===== src/logic/cbf_defs.svh =====
// Constants shared by both ends of the command block framer.
`ifndef CBF_DEFS_SVH
`define CBF_DEFS_SVH
// ==========================================================================
// Block framing
`define CBF_CNT_MIN      8'd4
`define CBF_CNT_MAX      8'd84
`define CBF_CRC_POLY     16'h8005
`define CBF_CRC_INIT     16'h0000
`define CBF_RSP_LEN      8'h04
`define CBF_PKT_OVERHEAD 8'd3
// ==========================================================================
// Status codes of a four-byte response
`define CBF_ST_OK        8'h00
`define CBF_ST_PARSE     8'h03
`define CBF_ST_EXEC      8'h0f
`define CBF_ST_WAKE      8'h11
`define CBF_ST_CRC       8'hff
// ==========================================================================
// Timing
`define CBF_CLK_MHZ         200
`define CBF_IDLE_TIMEOUT_MS 65
`define CBF_IDLE_CYCLES (`CBF_IDLE_TIMEOUT_MS * `CBF_CLK_MHZ * 1000)
`endif


===== src/logic/cbf_pkg.sv =====
// Types and the CRC step shared by both ends of the framer.
package cbf_pkg;
    `include "cbf_defs.svh"

    typedef logic [7:0] cbf_byte_t;

    typedef enum logic [1:0] {
        CBF_RX,
        CBF_EXEC,
        CBF_TX,
        CBF_SLEEP
    } cbf_dev_state_t;

    typedef enum logic [1:0] {
        CBF_H_IDLE,
        CBF_H_SEND,
        CBF_H_RECV
    } cbf_host_state_t;

    // ======================================================================
    // CRC step: one byte, least significant bit first.
    function automatic logic [15:0] cbf_crc_byte(input logic [15:0] crc,
                                                 input cbf_byte_t   data);
        logic [15:0] c;
        c = crc;
        for (int i = 0; i < 8; i++) begin
            if (data[i] != c[15]) begin
                c = {c[14:0], 1'b0} ^ `CBF_CRC_POLY;
            end else begin
                c = {c[14:0], 1'b0};
            end
        end
        return c;
    endfunction : cbf_crc_byte
endpackage : cbf_pkg


===== src/logic/cbf_if.sv =====
// Byte-level link between the host end and the device end.
`timescale 1ns/1ps
interface cbf_if;
    logic       h2d_valid; // Host byte present, one-cycle pulse.
    logic [7:0] h2d_data;  // Host byte.
    logic       h2d_event; // Start or stop condition, one-cycle pulse.
    logic       d2h_valid; // Device byte available for reading.
    logic [7:0] d2h_data;  // Device byte.
    logic       d2h_ready; // Host reads the byte when high with valid.

    modport dev  (input h2d_valid, h2d_data, h2d_event, d2h_ready,
                  output d2h_valid, d2h_data);
    modport host (output h2d_valid, h2d_data, h2d_event, d2h_ready,
                  input d2h_valid, d2h_data);
endinterface : cbf_if


===== src/logic/cbf_dev.sv =====
// Device end: receives, checks and splits command blocks, answers status.
//
// Contract
// - Count byte equals total block length.
// - Host keeps block length four to 84.
// - CRC-16, polynomial 8005, cleared each block.
// - Compare running CRC with received checksum.
// - Checksum sent low byte, then high.
// - Packet: opcode, first, second parameter, data.
// - Full block received enters busy, executes.
// - No response bytes readable while busy.
// - Link input ignored during execution.
// - Single-wire short block sleeps after idle timeout.
// - I2C short block waits for watchdog or event.
// - Wrong block size: no execution, error returned.
// - Count mismatch: error or surplus bytes dropped.
// - Responses framed as count, packet, CRC.
// - Status codes 00, 03, 0F, 11, FF.
// - CRC error first; bad block never executed.
// - Idle timeout lasts 65 ms.
`timescale 1ns/1ps
`include "cbf_defs.svh"
module cbf_dev #(
    parameter int unsigned IDLE_CYCLES = `CBF_IDLE_CYCLES // Idle timeout.
) (
    input  wire logic       clk,                // 200 MHz clock.
    input  wire logic       rst,                // Synchronous reset.
    cbf_if.dev              lnk,                // Link to the host.
    input  wire logic       mode_i2c,           // 1: I2C, 0: single-wire.
    input  wire logic       watchdog_expire,    // Awake watchdog ran out.
    input  wire logic       exec_done,          // Executor finished.
    input  wire logic       exec_reject,        // Block size wrong.
    input  wire logic [7:0] exec_status,        // Executor status code.
    input  wire logic [6:0] data_idx,           // Data byte to look at.
    output logic            cmd_valid_q,        // New command, one cycle.
    output logic [7:0]      opcode_q,           // Command code.
    output logic [7:0]      first_parameter_q,  // First parameter.
    output logic [15:0]     second_parameter_q, // Second parameter.
    output logic [6:0]      pkt_len_q,          // Packet bytes received.
    output logic [7:0]      data_byte_q,        // Data byte at data_idx.
    output logic            busy_q,             // Command executing.
    output logic            asleep_q            // In sleep state.
);
    import cbf_pkg::*;

    localparam int unsigned MEM_DEPTH = int'(`CBF_CNT_MAX);

    cbf_dev_state_t st_q;
    cbf_byte_t      mem_q [MEM_DEPTH];
    logic [7:0]     cnt_q;
    logic [7:0]     idx_q;
    logic [15:0]    crc_q;
    logic [7:0]     lo_q;
    logic [31:0]    idle_q;
    logic [1:0]     tx_idx_q;
    logic [7:0]     tx_st_q;
    logic [15:0]    tx_crc_q;
    logic           take;
    logic           last;
    logic           crc_ok;
    logic           partial;
    logic           abandon;
    logic           sleep_go;
    logic           drain;
    logic           load;
    logic [7:0]     load_st;

    // ======================================================================
    // Receive decisions. Bytes are only taken while not executing or
    // asleep, so a host that talks during execution is simply unheard.
    assign take    = lnk.h2d_valid &&
                     (st_q == CBF_RX || st_q == CBF_TX);
    assign last    = take && idx_q != 8'h00 &&
                     idx_q == cnt_q - 8'h01;
    assign crc_ok  = (crc_q == {lnk.h2d_data, lo_q});
    assign partial = st_q == CBF_RX && idx_q != 8'h00 && !take;
    assign abandon = partial && mode_i2c && lnk.h2d_event;
    assign sleep_go = partial &&
                     ((!mode_i2c && idle_q >= IDLE_CYCLES - 1) ||
                      (mode_i2c && watchdog_expire));
    assign drain   = lnk.d2h_valid && lnk.d2h_ready;

    // ======================================================================
    // Which status to answer with, and when.
    always_comb begin
        load    = 1'b0;
        load_st = `CBF_ST_OK;
        if (last && !crc_ok) begin
            load    = 1'b1;
            load_st = `CBF_ST_CRC;
        end else if (st_q == CBF_EXEC && exec_done) begin
            load    = 1'b1;
            load_st = exec_reject ? `CBF_ST_PARSE : exec_status;
        end else if (st_q == CBF_SLEEP && lnk.h2d_valid) begin
            load    = 1'b1;
            load_st = `CBF_ST_WAKE;
        end
    end

    // ======================================================================
    // Main sequence.
    always_ff @(posedge clk) begin
        if (rst) begin
            st_q <= CBF_SLEEP;
        end else if (last && crc_ok) begin
            st_q <= CBF_EXEC;
        end else if (load) begin
            st_q <= CBF_TX;
        end else if (sleep_go) begin
            st_q <= CBF_SLEEP;
        end else if (st_q == CBF_TX && take) begin
            // A new block cancels the answer; without this the device
            // would sit in TX where no idle timeout or watchdog applies.
            st_q <= CBF_RX;
        end else if (st_q == CBF_TX && drain && tx_idx_q == 2'd3) begin
            st_q <= CBF_RX;
        end
    end

    // ======================================================================
    // Byte position within the incoming block and its count.
    always_ff @(posedge clk) begin
        if (rst || abandon || sleep_go || last) begin
            idx_q <= 8'h00;
            cnt_q <= 8'h00;
        end else if (take) begin
            idx_q <= idx_q + 8'h01;
            if (idx_q == 8'h00) begin
                cnt_q <= lnk.h2d_data;
            end
        end
    end

    // ======================================================================
    // Running CRC over count and packet; checksum bytes are not fed in.
    always_ff @(posedge clk) begin
        if (rst || abandon || sleep_go || last) begin
            crc_q <= `CBF_CRC_INIT;
            lo_q  <= 8'h00;
        end else if (take) begin
            if (idx_q == 8'h00 || idx_q < cnt_q - 8'd2) begin
                crc_q <= cbf_crc_byte(crc_q, lnk.h2d_data);
            end else begin
                lo_q <= lnk.h2d_data;
            end
        end
    end

    // ======================================================================
    // Packet storage. Bytes past the buffer are dropped; the count is
    // kept to the documented maximum by the host.
    generate
        for (genvar g = 0; g < MEM_DEPTH; g++) begin : g_mem
            always_ff @(posedge clk) begin
                if (rst) begin
                    mem_q[g] <= 8'h00;
                end else if (take && idx_q == 8'(g + 1) &&
                             idx_q < cnt_q - 8'd2) begin
                    mem_q[g] <= lnk.h2d_data;
                end
            end
        end
    endgenerate

    // ======================================================================
    // Command fields, offered only once the checksum has matched.
    always_ff @(posedge clk) begin
        cmd_valid_q <= 1'b0;
        if (rst) begin
            opcode_q           <= 8'h00;
            first_parameter_q  <= 8'h00;
            second_parameter_q <= 16'h0000;
            pkt_len_q          <= 7'h00;
        end else if (last && crc_ok) begin
            cmd_valid_q        <= 1'b1;
            opcode_q           <= mem_q[0];
            first_parameter_q  <= mem_q[1];
            second_parameter_q <= {mem_q[3], mem_q[2]};
            pkt_len_q          <= 7'(cnt_q - `CBF_PKT_OVERHEAD);
        end
    end

    // Data bytes from position 4 on; surplus is the executor's to ignore.
    always_ff @(posedge clk) begin
        if (rst) begin
            data_byte_q <= 8'h00;
        end else if (int'(data_idx) + 4 < MEM_DEPTH) begin
            data_byte_q <= mem_q[int'(data_idx) + 4];
        end else begin
            data_byte_q <= 8'h00;
        end
    end

    // ======================================================================
    // Idle timer of the single-wire link, restarted by every byte.
    always_ff @(posedge clk) begin
        if (rst || take || !partial) begin
            idle_q <= 32'h0;
        end else if (idle_q < IDLE_CYCLES) begin
            idle_q <= idle_q + 32'h1;
        end
    end

    // ======================================================================
    // Four-byte status response: count, status, CRC low, CRC high.
    always_ff @(posedge clk) begin
        if (rst) begin
            tx_idx_q      <= 2'd0;
            tx_st_q       <= 8'h00;
            tx_crc_q      <= `CBF_CRC_INIT;
            lnk.d2h_valid <= 1'b0;
            lnk.d2h_data  <= 8'h00;
        end else if (load) begin
            tx_idx_q      <= 2'd0;
            tx_st_q       <= load_st;
            tx_crc_q      <= cbf_crc_byte(cbf_crc_byte(`CBF_CRC_INIT,
                                `CBF_RSP_LEN), load_st);
            lnk.d2h_valid <= 1'b1;
            lnk.d2h_data  <= `CBF_RSP_LEN;
        end else if (st_q != CBF_TX || take) begin
            lnk.d2h_valid <= 1'b0;
        end else if (drain) begin
            tx_idx_q <= tx_idx_q + 2'd1;
            unique case (tx_idx_q)
                2'd0: lnk.d2h_data <= tx_st_q;
                2'd1: lnk.d2h_data <= tx_crc_q[7:0];
                2'd2: lnk.d2h_data <= tx_crc_q[15:8];
                2'd3: lnk.d2h_valid <= 1'b0;
            endcase
        end
    end

    // ======================================================================
    // Status levels for the surrounding logic.
    always_ff @(posedge clk) begin
        if (rst) begin
            busy_q   <= 1'b0;
            asleep_q <= 1'b1;
        end else begin
            busy_q   <= (st_q == CBF_EXEC && !exec_done) ||
                        (last && crc_ok);
            asleep_q <= (st_q == CBF_SLEEP && !load) || sleep_go;
        end
    end
endmodule : cbf_dev


===== src/flat_wrapper.sv =====
// flat-port wrapper written by rule: the top's interface ports become plain ports
module cbf_dev_flat import cbf_pkg::*;
#(
    parameter int unsigned IDLE_CYCLES = `CBF_IDLE_CYCLES                 
)
  (clk, rst, mode_i2c, watchdog_expire, exec_done, exec_reject, exec_status, data_idx, cmd_valid_q, opcode_q, first_parameter_q, second_parameter_q, pkt_len_q, data_byte_q, busy_q, asleep_q, lnk_h2d_valid, lnk_h2d_data, lnk_h2d_event, lnk_d2h_ready, lnk_d2h_valid, lnk_d2h_data);
  cbf_if lnk_i ();
  input  wire logic clk;
  input  wire logic rst;
  input  wire logic mode_i2c;
  input  wire logic watchdog_expire;
  input  wire logic exec_done;
  input  wire logic exec_reject;
  input  wire logic [7:0] exec_status;
  input  wire logic [6:0] data_idx;
  output logic cmd_valid_q;
  output logic [7:0] opcode_q;
  output logic [7:0] first_parameter_q;
  output logic [15:0] second_parameter_q;
  output logic [6:0] pkt_len_q;
  output logic [7:0] data_byte_q;
  output logic busy_q;
  output logic asleep_q;
  input wire logic [$bits(lnk_i.h2d_valid)-1:0] lnk_h2d_valid;
  input wire logic [$bits(lnk_i.h2d_data)-1:0] lnk_h2d_data;
  input wire logic [$bits(lnk_i.h2d_event)-1:0] lnk_h2d_event;
  input wire logic [$bits(lnk_i.d2h_ready)-1:0] lnk_d2h_ready;
  output wire logic [$bits(lnk_i.d2h_valid)-1:0] lnk_d2h_valid;
  output wire logic [$bits(lnk_i.d2h_data)-1:0] lnk_d2h_data;
  assign lnk_i.h2d_valid = lnk_h2d_valid;
  assign lnk_i.h2d_data = lnk_h2d_data;
  assign lnk_i.h2d_event = lnk_h2d_event;
  assign lnk_i.d2h_ready = lnk_d2h_ready;
  assign lnk_d2h_valid = lnk_i.d2h_valid;
  assign lnk_d2h_data = lnk_i.d2h_data;
  cbf_dev #(.IDLE_CYCLES(IDLE_CYCLES)) u_core (.clk(clk), .rst(rst), .lnk(lnk_i), .mode_i2c(mode_i2c), .watchdog_expire(watchdog_expire), .exec_done(exec_done), .exec_reject(exec_reject), .exec_status(exec_status), .data_idx(data_idx), .cmd_valid_q(cmd_valid_q), .opcode_q(opcode_q), .first_parameter_q(first_parameter_q), .second_parameter_q(second_parameter_q), .pkt_len_q(pkt_len_q), .data_byte_q(data_byte_q), .busy_q(busy_q), .asleep_q(asleep_q));
endmodule

===== config.mk =====
export PLATFORM = sky130hd
export DESIGN_NAME = cbf_dev_flat
export DESIGN_NICKNAME = d
export VERILOG_FILES = /design/src/logic/cbf_pkg.sv /design/src/logic/cbf_if.sv /design/src/logic/cbf_dev.sv /design/src/flat_wrapper.sv
export VERILOG_INCLUDE_DIRS = /design/src /design/src/logic
export SDC_FILE = /design/constraint.sdc
export NUM_CORES = 1
export LEC_CHECK = 0
export ABC_AREA = 0
export ABC_CLOCK_PERIOD_IN_PS = 4800
export CAP_MARGIN = 5
export CORE_ASPECT_RATIO = 1.5
export CORE_MARGIN = 2
export CORE_UTILIZATION = 35
export CTS_CLUSTER_SIZE = 28
export DETAILED_ROUTE_END_ITERATION = 8
export DONT_BUFFER_PORTS = 1
export GPL_ROUTABILITY_DRIVEN = 0
export HOLD_SLACK_MARGIN = 0.15
export PLACE_DENSITY = 0.57
export SETUP_SLACK_MARGIN = 0.1
export SYNTH_ARGS = -nofsm -noshare
export SYNTH_HDL_FRONTEND = slang
export SYNTH_SLANG_ARGS = --single-unit

===== constraint.sdc =====
create_clock -name clk -period 4.8 [get_ports clk]
set_input_delay 0 -clock clk [delete_from_list [all_inputs] [get_ports clk]]
set_output_delay 0 -clock clk [all_outputs]
set_load 0.03 [all_outputs]

==> results.txt, run 1 <==
Die span in y: 404 um
# DRC: 0
Crit path arrival time: 4400 ps
Most frequently used flop master after synthesis: edfxtp_1
Pre-CTS setup slack: 854 ps
Skew final: 29.7 ps
Peak VDD IR: 0.328 mV
Sw Pwr: 3.81 mW
IO buf count: 0
DRT iter0 DRCs: 2382
GR Util All Layers: 21.3%
Setup violators final: 0
Sw frac: 23.8%
Post-synth ARST share: 0%
Final hold viol count: 0
Initial Util: 35.3%
Post-synth EDFFs: 672
Pwr dens: 380 nW/um^2
Crit Path Class: flop to flop
CTS buffer count: 83
Slew @ Worst Pin: 1300 ps
Worst-skew pair later-pin latency: 690 ps
Number of global-route vias before repair: 24500
CTS tree: built
Rows: 146
PostCTS Resize Cnt: 0
Count of different cell masters after synthesis: 75
FF-to-FF path depth: 16
Synth-to-Final Area Change: 12.9%
Routed vias: 24000
Syn_nets: 2975
Final WS setup: 780 ps
Post-Route WL: 117000 um
Clk sinks: 826
Sequential power share: 50.7%
Clock network power share: 41.4%
TNS Setup: 0 ps
Root buffer cell: clkbuf_16
Fin. max-slew vios: 0
Largest cells by area after synthesis: edfxtp_1 (54%), mux4_2 (11%), dfxtp_1 (8.3%)
Nets: 2981
Total gr overflow: 0
Int Power: 12.2 mW
Drt pass-1 iters: 6
Via density: 5.45
Synthesized area: 37400 um^2
DIE AREA: 109000 um^2
WHS Path Cells: 3
Final critical-path share of the clock period: 83.8%
Post-synthesis sequential area ratio: 62.3%
Worst-path maximum fanout: 103
P_leak: 13.2 nW
RSZ-0062 raised after global routing: no
Largest net degree at the start of global routing: 167
Logic pwr share: 7.9%
Ys Warns: 0
Die width: 271 um
Seq cells post-synth: 826
Max-Cap Viols: 0
I/O pin total: 91
Syn Area/Cell: 12.8 um^2
Worst EP required: 5180 ps
Share of post-route cells with drive strength above 1: 14.6%
DP HPWL: 81800 um
Antenna violations before repair: 1
Fin crit period: 4020 ps
Post-synth top area share: 54.0%
Routed len/inst: 26.5 um
Largest area contributor in the netlist: edfxtp_1
CTS clock-pin slew for the worst setup and hold paths: 70 ps
Core Footprint: 106000 um^2
Global-route wire length before repair: 169000 um
Status: finished, final reports clean
Setup crit start kind: flop
Hold WS: 197 ps
Syn Inst Count: 2920
FMAX: 249 MHz
H-tree depth: 3
Worst min-delay path category: primary input to flop
Fillers: 9944
Deepest clock path buffer count: 3
Rel. slew slack: 13.4%
Critical Path End Type: flop
Post-DRT Antenna Nets: 0
what timing repair did:
action	CTS	global route
hold buffers	61	0
setup buffers	0	0
endpoints found under the hold margin	995	0
metrics by stage:
step | area [um^2] | util (%) | instances | power, mW
6_report | 42200 | 39.9 | 4405 | 16.0
3_5_place_dp | 38800 | 36.7 | 4186 | 9.45
2_1_floorplan | 37400 | - | 2920 | 9.05
5_1_grt | 42200 | 39.9 | 4402 | 16.4
4_1_cts | 42200 | 39.9 | 4402 | 16.1
3_3_place_gp | 38800 | 36.7 | 4186 | 9.43
final timing paths:
path	start	end	slack (ps)
min reg2reg	u_core.tx_crc_q[14]	u_core.tx_crc_q[14]	450
min	exec_status[5]	u_core.tx_crc_q[3]	200
max reg2reg	u_core.cnt_q[2]	u_core.mem_q[61][7]	780
max	u_core.cnt_q[2]	u_core.mem_q[61][7]	780
power by group through the flow:
stage / clock network [mW] / registers, mW / logic, mW
final: 6.63 / 8.12 / 1.26
after global routing: 6.97 / 8.14 / 1.31
after CTS: 6.70 / 8.13 / 1.25
after detailed placement: 0 / 8.28 / 1.17
after global placement: 0 / 8.27 / 1.16
after floorplan: 0 / 8.22 / 0.836
critical path, stage by stage, from the launching register on:
cell	delay, ps
dfxtp_1	420
inv_1	170
ha_1	240
nor3b_4	300
nand2_1	120
xor2_1	160
ha_1	270
o21ai_0	80
a21oi_1	70
o21ai_1	130
nand2b_1	100
nor3_1	160
buf_4	180
nand3_4	170
buf_12	290
o21bai_1	530
buf_4	230
placed cells by master (no fill, tap or decap), types with 28 or more instances in the layout:
| cell | instances |
|---|---|
| nand2_1 | 234 |
| nor2_1 | 803 |
| mux4_2 | 180 |
| dlygate4sd3_1 | 60 |
| buf_4 | 81 |
| dfxtp_1 | 154 |
| xor2_1 | 33 |
| clkbuf_16 | 83 |
| a21oi_1 | 40 |
| edfxtp_1 | 672 |
| and2_1 | 29 |
| xnor2_1 | 65 |
| o21bai_1 | 84 |
| mux2i_1 | 56 |
| clkinv_1 | 28 |
registers in the layout (all words and copies together) (netlist names), 2 cells and up:
register             cells
u_core.pkt_len_q         7
u_core.data_byte_q       8
first_parameter_q        8
u_core.tx_idx_q          2
u_core.lo_q              8
u_core.mem_q           672
u_core.idx_q             8
opcode_q                 8
u_core.lnk.d2h_data      8
u_core.tx_crc_q         11
u_core.st_q              2
second_parameter_q      16
u_core.crc_q            16
u_core.tx_st_q           8
u_core.idle_q           32
u_core.cnt_q             8
logic make-up (layout without fill, tap and decap cells):
| kind of cell | after synthesis | in the layout | share of synthesized area (%) |
|---|---|---|---|
| simple gates | 1214 | 1214 | 13.4 |
| flops | 826 | 826 | 62.3 |
| compound gates | 275 | 275 | 5.58 |
| mux | 241 | 241 | 12.5 |
| buf+inv | 240 | 316 | 2.99 |
| xor+xnor | 101 | 101 | 2.44 |
| fa+ha+maj | 23 | 23 | 0.770 |
| other cells | 0 | 3 | 0 |
metal layers:
metal / up-vias / share of wire [%] / track usage, %
li1: 10600 / - / -
met1: 12200 / 34 / 22.5
met2: 909 / 53 / 38.9
met3: 263 / 5.8 / 3.65
met4: 0 / 7.1 / 13.8
met5: - / 0 / 0
cell type report:
cell class	instances	area, um^2	share of cell area (%)
antenna	3	7.51	0.0178
multi-input combinational	1854	13000	30.9
clock buffer	92	2110	5.01
timing repair buffer	147	1340	3.17
clock inverter	63	614	1.46
inverter	14	52.6	0.125
tap	1406	1760	4.17
sequential	826	23300	55.2
synthesized netlist by cell type (all sizes together), types with 14 or more instances:
| cell | number |
|---|---|
| a221oi | 24 |
| nor3 | 23 |
| mux2i | 56 |
| a22o | 24 |
| and2 | 31 |
| o21bai | 84 |
| buf | 67 |
| nor2 | 807 |
| ha | 23 |
| nand2 | 235 |
| nand4 | 21 |
| edfxtp | 672 |
| dfxtp | 154 |
| nand3 | 25 |
| a21oi | 43 |
| a211oi | 16 |
| xor2 | 34 |
| o22ai | 21 |
| xnor2 | 65 |
| inv | 14 |
| mux4 | 180 |
| clkbuf | 159 |
Note: power is estimated with default switching activity, not from simulation.
==> inputs of run 2 (changes only) <==
--- a/config.mk
+++ b/config.mk
@@ -7,7 +7,7 @@
 export NUM_CORES = 1
 export LEC_CHECK = 0
 export ABC_AREA = 0
-export ABC_CLOCK_PERIOD_IN_PS = 4800
+export ABC_CLOCK_PERIOD_IN_PS = 4150
 export CAP_MARGIN = 5
 export CORE_ASPECT_RATIO = 1.5
 export CORE_MARGIN = 2
==> constraint.sdc (replaced) <==
create_clock -name clk -period 4.15 [get_ports clk]
set_input_delay 0 -clock clk [delete_from_list [all_inputs] [get_ports clk]]
set_output_delay 0 -clock clk [all_outputs]
set_load 0.03 [all_outputs]
==> results.txt, run 2 (synthesis gave the netlist of run 1 again) <==
Status: finished, final reports clean
Met2 wire length: 62900 um (+1.7%)
CTS buffer count: 81 (-2.4%)
Worst-path maximum fanout: 40 (-61%)
TNS Setup: 0 ps (unchanged)
Rows: 146 (unchanged)
Antenna violations before repair: 3 (+2)
Routed vias: 24300 (+1.1%)
Hold Startpoint: lnk_h2d_data[7]
Worst min-delay path category: primary input to flop
H-tree depth: 3 (unchanged)
Synth-to-Final Area Change: 14.5%
Initial Util: 35.3% (unchanged)
DIE AREA: 109000 um^2 (unchanged)
Fin crit period: 3750 ps (-270 ps)
Die width: 271 um (unchanged)
Reg-to-reg setup timing slack: 400 ps (-380 ps)
Reg-to-Reg Start: u_core.idx_q[0]
I/O pin total: 91 (unchanged)
DRT iter0 DRCs: 2504 (+5.1%)
Final hold viol count: 0 (unchanged)
Slew @ Worst Pin: 1050 ps (-250 ps)
Hold WS: 199 ps (+1.55 ps)
Reg-to-reg endpoint: u_core.cnt_q[6]
Biggest register: u_core.mem_q
CTS clock-pin slew for the worst setup and hold paths: 60 ps (about the same)
Setup crit start kind: flop
RSZ-0062 raised after global routing: no
Skew final: 34.9 ps (+5.20 ps)
Worst-skew pair later-pin latency: 700 ps (about the same)
Via density: 5.42 (-0.57%)
Most common cell after layout, fill and taps aside: nor2_1
P_leak: 13.6 nW (+3.0%)
Routed len/inst: 26.5 um (+0.11%)
Biggest regs: u_core.mem_q x672, u_core.idle_q x32
M1 WL: 39000 um (-2.0%)
DR top layer: met5
Hold Path End: u_core.cnt_q[7]
Total gr overflow: 0 (unchanged)
Final critical-path share of the clock period: 90.4% (+6.6 points)
CP max stage delay: 650 ps (+120 ps)
Worst-path cell chain: inv_1 -> ha_1 -> nor3b_2 -> nand2_1 -> nor3_2 -> or4_2 -> a2111oi_2 -> or4_1 -> buf_4 -> a21oi_1 -> dlygate4sd3_1
Met3 wire len: 7510 um (+11%)
Fin area: 42800 um^2 (+1.5%)
Number of global-route vias before repair: 24800 (+1.4%)
Rel. slew slack: 29.3% (+16 points)
Crit Path Class: flop to flop
Worst EP required: 4730 ps (-450 ps)
CP max stage cell: or4_2
IO buf count: 0 (unchanged)
FMAX: 267 MHz (+7.2%)
Drt pass-1 iters: 9 (+3)
CTS tree: built
Die span in y: 404 um (unchanged)
GR Util All Layers: 21.6% (+0.33 points)
FF-to-FF path depth: 11 (-5)
Power Total: 18.6 mW (+16%)
PostCTS Resize Cnt: 0 (unchanged)
Global-route wire length before repair: 170000 um (+0.62%)
Post-Route WL: 119000 um (+1.8%)
Pwr dens: 434 nW/um^2 (+14%)
Max-Cap Viols: 0 (unchanged)
Largest net degree at the start of global routing: 167 (unchanged)
Deepest clock path buffer count: 3 (unchanged)
Pre-CTS setup slack: 487 ps (-367 ps)
# DRC: 0 (unchanged)
Commonest non-fill, non-tap cells in the layout: nor2_1 (803), edfxtp_1 (672), nand2_1 (234)
Share of post-route cells with drive strength above 1: 16.8% (+2.3 points)
Crit path arrival time: 4330 ps (-70 ps)
DP HPWL: 83600 um (+2.2%)
Final WS setup: 400 ps (-380 ps)
Root buffer cell: clkbuf_16
Nets: 3058 (+2.6%)
Core Footprint: 106000 um^2 (unchanged)
Core Util, Final: 40.5% (+0.59 points)
Critical Path End Type: flop
Clk sinks: 826 (unchanged)
Post-Place Cells: 4262 (+1.8%)
Dpl cell area: 39400 um^2 (+1.5%)
Layout Cells excl Fill: 4478 (+1.7%)
Max FFs per register: 672 (unchanged)
Peak VDD IR: 0.302 mV (-7.8%)
WHS Path Cells: 3 (unchanged)
Post-DRT Antenna Nets: 0 (unchanged)
Setup violators final: 0 (unchanged)
Fin. max-slew vios: 0 (unchanged)
==> run 2: cell types whose count changed in the layout (fill, tap and decap cells not counted), sizes merged <==
| cell | change |
|---|---|
| dlygate4sd3 | +3 |
| diode | -1 |
| clkinv | -21 |
| clkbuf | +17 |
| clkinvlp | -1 |
| buf | +76 |
==> run 2: critical path: cells and delay by family, from the launching register on <==
kind / cells / cell delay, ps
flops: 1 / 440
compound gates: 2 / 440
buf+inv: 3 / 1120
fa+ha+maj: 1 / 240
simple gates: 5 / 1410
==> run 2: repair_timing <==
action | CTS | global route
hold buffers | 64 | 0
hold endpoints to repair | 994 | 0
setup buffers | 0 | 0
==> run 2: area by class of cell <==
cell class              count  area, um^2
well taps                1406        1760
fillers                  9828       63000
inverters                  14        52.6
repair buffers            226        1950
clock inverters            41         537
clock buffers             109        2200
flip-flops and latches    826       23300
diodes                      2        5.00
multi-input cells        1854       13000
==> run 2: worst max-delay path by stage <==
stage | depth (start not counted) | from | slack [ps] | to
6_report | 11 | u_core.idx_q[0] | 400 | u_core.cnt_q[6]
5_1_grt | 17 | u_core.cnt_q[2] | 140 | u_core.mem_q[45][3]
4_1_cts | 11 | u_core.idx_q[0] | 420 | u_core.cnt_q[6]
3_5_place_dp | 17 | u_core.cnt_q[2] | 490 | u_core.mem_q[39][5]
3_3_place_gp | 15 | u_core.cnt_q[2] | 400 | u_core.mem_q[39][5]
2_1_floorplan | 15 | u_core.cnt_q[2] | 660 | u_core.mem_q[48][0]
==> run 2: report_power, final <==
group          switching (mW)  internal [mW]
logic                   0.866          0.632
registers               0.148           9.24
clock network            3.33           4.34
total                    4.35           14.2
==> run 2: routing by layer <==
| metal | up-vias | global-route usage, % |
|---|---|---|
| met2 | 938 | 40.0 |
| met1 | 12300 | 21.9 |
| li1 | 10700 | - |
| met4 | 2 | 15.3 |
| met5 | - | 0 |
| met3 | 300 | 3.81 |
==> inputs of run 3 (changes only) <==
--- a/config.mk
+++ b/config.mk
@@ -18,6 +18,7 @@
 export GPL_ROUTABILITY_DRIVEN = 0
 export HOLD_SLACK_MARGIN = 0.15
 export PLACE_DENSITY = 0.57
+export RECOVER_POWER = 25
 export SETUP_SLACK_MARGIN = 0.1
 export SYNTH_ARGS = -nofsm -noshare
 export SYNTH_HDL_FRONTEND = slang
==> results.txt, run 3 (synthesis gave the netlist of run 1 again) <==
GR Util All Layers: 21.6% (unchanged)
Reg-to-Reg Start: u_core.idx_q[0]
DRT iter0 DRCs: 2383 (-4.8%)
Rel. slew slack: 5.19% (-24 points)
Rows: 146 (unchanged)
P_leak: 13.5 nW (-0.60%)
# DRC: 0 (unchanged)
Clk sinks: 826 (unchanged)
Routed vias: 24300 (+0.12%)
Antenna violations before repair: 3 (unchanged)
FMAX: 264 MHz (-1.1%)
Core Footprint: 106000 um^2 (unchanged)
Worst EP required: 4730 ps (about the same)
Fin area: 42700 um^2 (-0.30%)
Nets: 3058 (unchanged)
Synth-to-Final Area Change: 14.2%
Crit Path Class: flop to flop
Worst min-delay path category: primary input to flop
CTS tree: built
Crit path arrival time: 4370 ps (+40 ps)
Total gr overflow: 0 (unchanged)
Pwr dens: 435 nW/um^2 (+0.21%)
Commonest non-fill, non-tap cells in the layout: nor2_1 (803), edfxtp_1 (672), nand2_1 (234)
Post-DRT Antenna Nets: 0 (unchanged)
Fin crit period: 3790 ps (+42.8 ps)
Final hold viol count: 0 (unchanged)
Hold Startpoint: lnk_h2d_data[7]
FF-to-FF path depth: 11 (unchanged)
Initial Util: 35.3% (unchanged)
DP HPWL: 83600 um (unchanged)
Peak VDD IR: 0.304 mV (+0.60%)
CTS clock-pin slew for the worst setup and hold paths: 60 ps (about the same)
Skew final: 33.1 ps (-1.80 ps)
I/O pin total: 91 (unchanged)
Reg-to-reg setup timing slack: 360 ps (-40 ps)
Largest net degree at the start of global routing: 167 (unchanged)
H-tree depth: 3 (unchanged)
DIE AREA: 109000 um^2 (unchanged)
TNS Setup: 0 ps (unchanged)
Worst-path maximum fanout: 40 (unchanged)
Root buffer cell: clkbuf_16
Fillers: 9858 (+0.31%)
Global-route wire length before repair: 170000 um (unchanged)
Die width: 271 um (unchanged)
Setup violators final: 0 (unchanged)
Share of post-route cells with drive strength above 1: 15.9% (-0.94 points)
Biggest regs: u_core.mem_q x672, u_core.idle_q x32
WHS Path Cells: 3 (unchanged)
Post-Route WL: 119000 um (-0.13%)
Final critical-path share of the clock period: 91.4% (+1.0 points)
Hold Path End: u_core.cnt_q[7]
Number of global-route vias before repair: 24800 (unchanged)
Dpl cell area: 39400 um^2 (unchanged)
Max FFs per register: 672 (unchanged)
Via density: 5.42 (+0.12%)
Worst-skew pair later-pin latency: 700 ps (about the same)
PostCTS Resize Cnt: 0 (unchanged)
Routed len/inst: 26.5 um (-0.13%)
Fin. max-slew vios: 0 (unchanged)
Status: finished, final reports clean
Setup crit start kind: flop
Max-Cap Viols: 0 (unchanged)
Most common cell after layout, fill and taps aside: nor2_1
Core Util, Final: 40.3% (-0.12 points)
Reg-to-reg endpoint: u_core.cnt_q[6]
Die span in y: 404 um (unchanged)
Slew @ Worst Pin: 1420 ps (+375 ps)
Deepest clock path buffer count: 3 (unchanged)
IO buf count: 0 (unchanged)
CTS buffer count: 81 (unchanged)
RSZ-0062 raised after global routing: no
Drt pass-1 iters: 6 (-3)
Biggest register: u_core.mem_q
Critical Path End Type: flop
run 3: through the flow:
stage          setup WS [ps]  power (mW)  std cells  hold WS, ps
2_1_floorplan            665        10.5       2920          144
3_3_place_gp             404        10.9       4262         89.9
3_5_place_dp             487        10.9       4262         88.0
4_1_cts                  420        18.7       4476          150
5_1_grt                 71.4        19.0       4478          198
6_report                 357        18.5       4478          182
run 3: repair_timing:
item                                    4_1_cts  5_1_grt
hold buffers                                 64        0
endpoints found under the hold margin       994        0
endpoints found under the setup margin        0        0
setup buffers                                 0        0
run 3: cell type report:
class,instances,area [um^2],share of cell area [%]
multi-input cells,1854,13000,30.4
repair buffers,226,1870,4.38
clock inverters,41,537,1.26
clock buffers,109,2200,5.16
well taps,1406,1760,4.12
inverters,14,52.6,0.123
diodes,2,5.00,0.0117
flip-flops and latches,826,23300,54.5
run 3: layer usage:
metal / vias up / global-route usage (%) / wire (um)
met5: - / 0 / 14
met4: 2 / 15.3 / 9520
met3: 302 / 3.81 / 7200
met2: 961 / 40.0 / 62700
met1: 12300 / 21.9 / 39200
li1: 10800 / - / -
run 3: critical path: stages (launching register included):
cell,delay [ps]
dfxtp_1,440
inv_1,120
ha_1,250
nor3b_1,170
nand2_1,290
nor3_1,190
or4_2,670
a2111oi_2,360
or4_1,170
buf_4,400
a21oi_1,70
dlygate4sd3_1,570
run 3: worst max-delay path by stage:
stage	from	endpoint	slack (ps)
6_report	u_core.idx_q[0]	u_core.cnt_q[6]	360
3_5_place_dp	u_core.cnt_q[2]	u_core.mem_q[39][5]	490
2_1_floorplan	u_core.cnt_q[2]	u_core.mem_q[48][0]	660
5_1_grt	u_core.cnt_q[2]	u_core.mem_q[27][5]	70
4_1_cts	u_core.idx_q[0]	u_core.cnt_q[6]	420
3_3_place_gp	u_core.cnt_q[2]	u_core.mem_q[39][5]	400
run 3: power by group:
group	switching [mW]	internal [mW]
sequential	0.147	9.24
clock	3.33	4.34
combinational	0.863	0.623
total	4.34	14.2
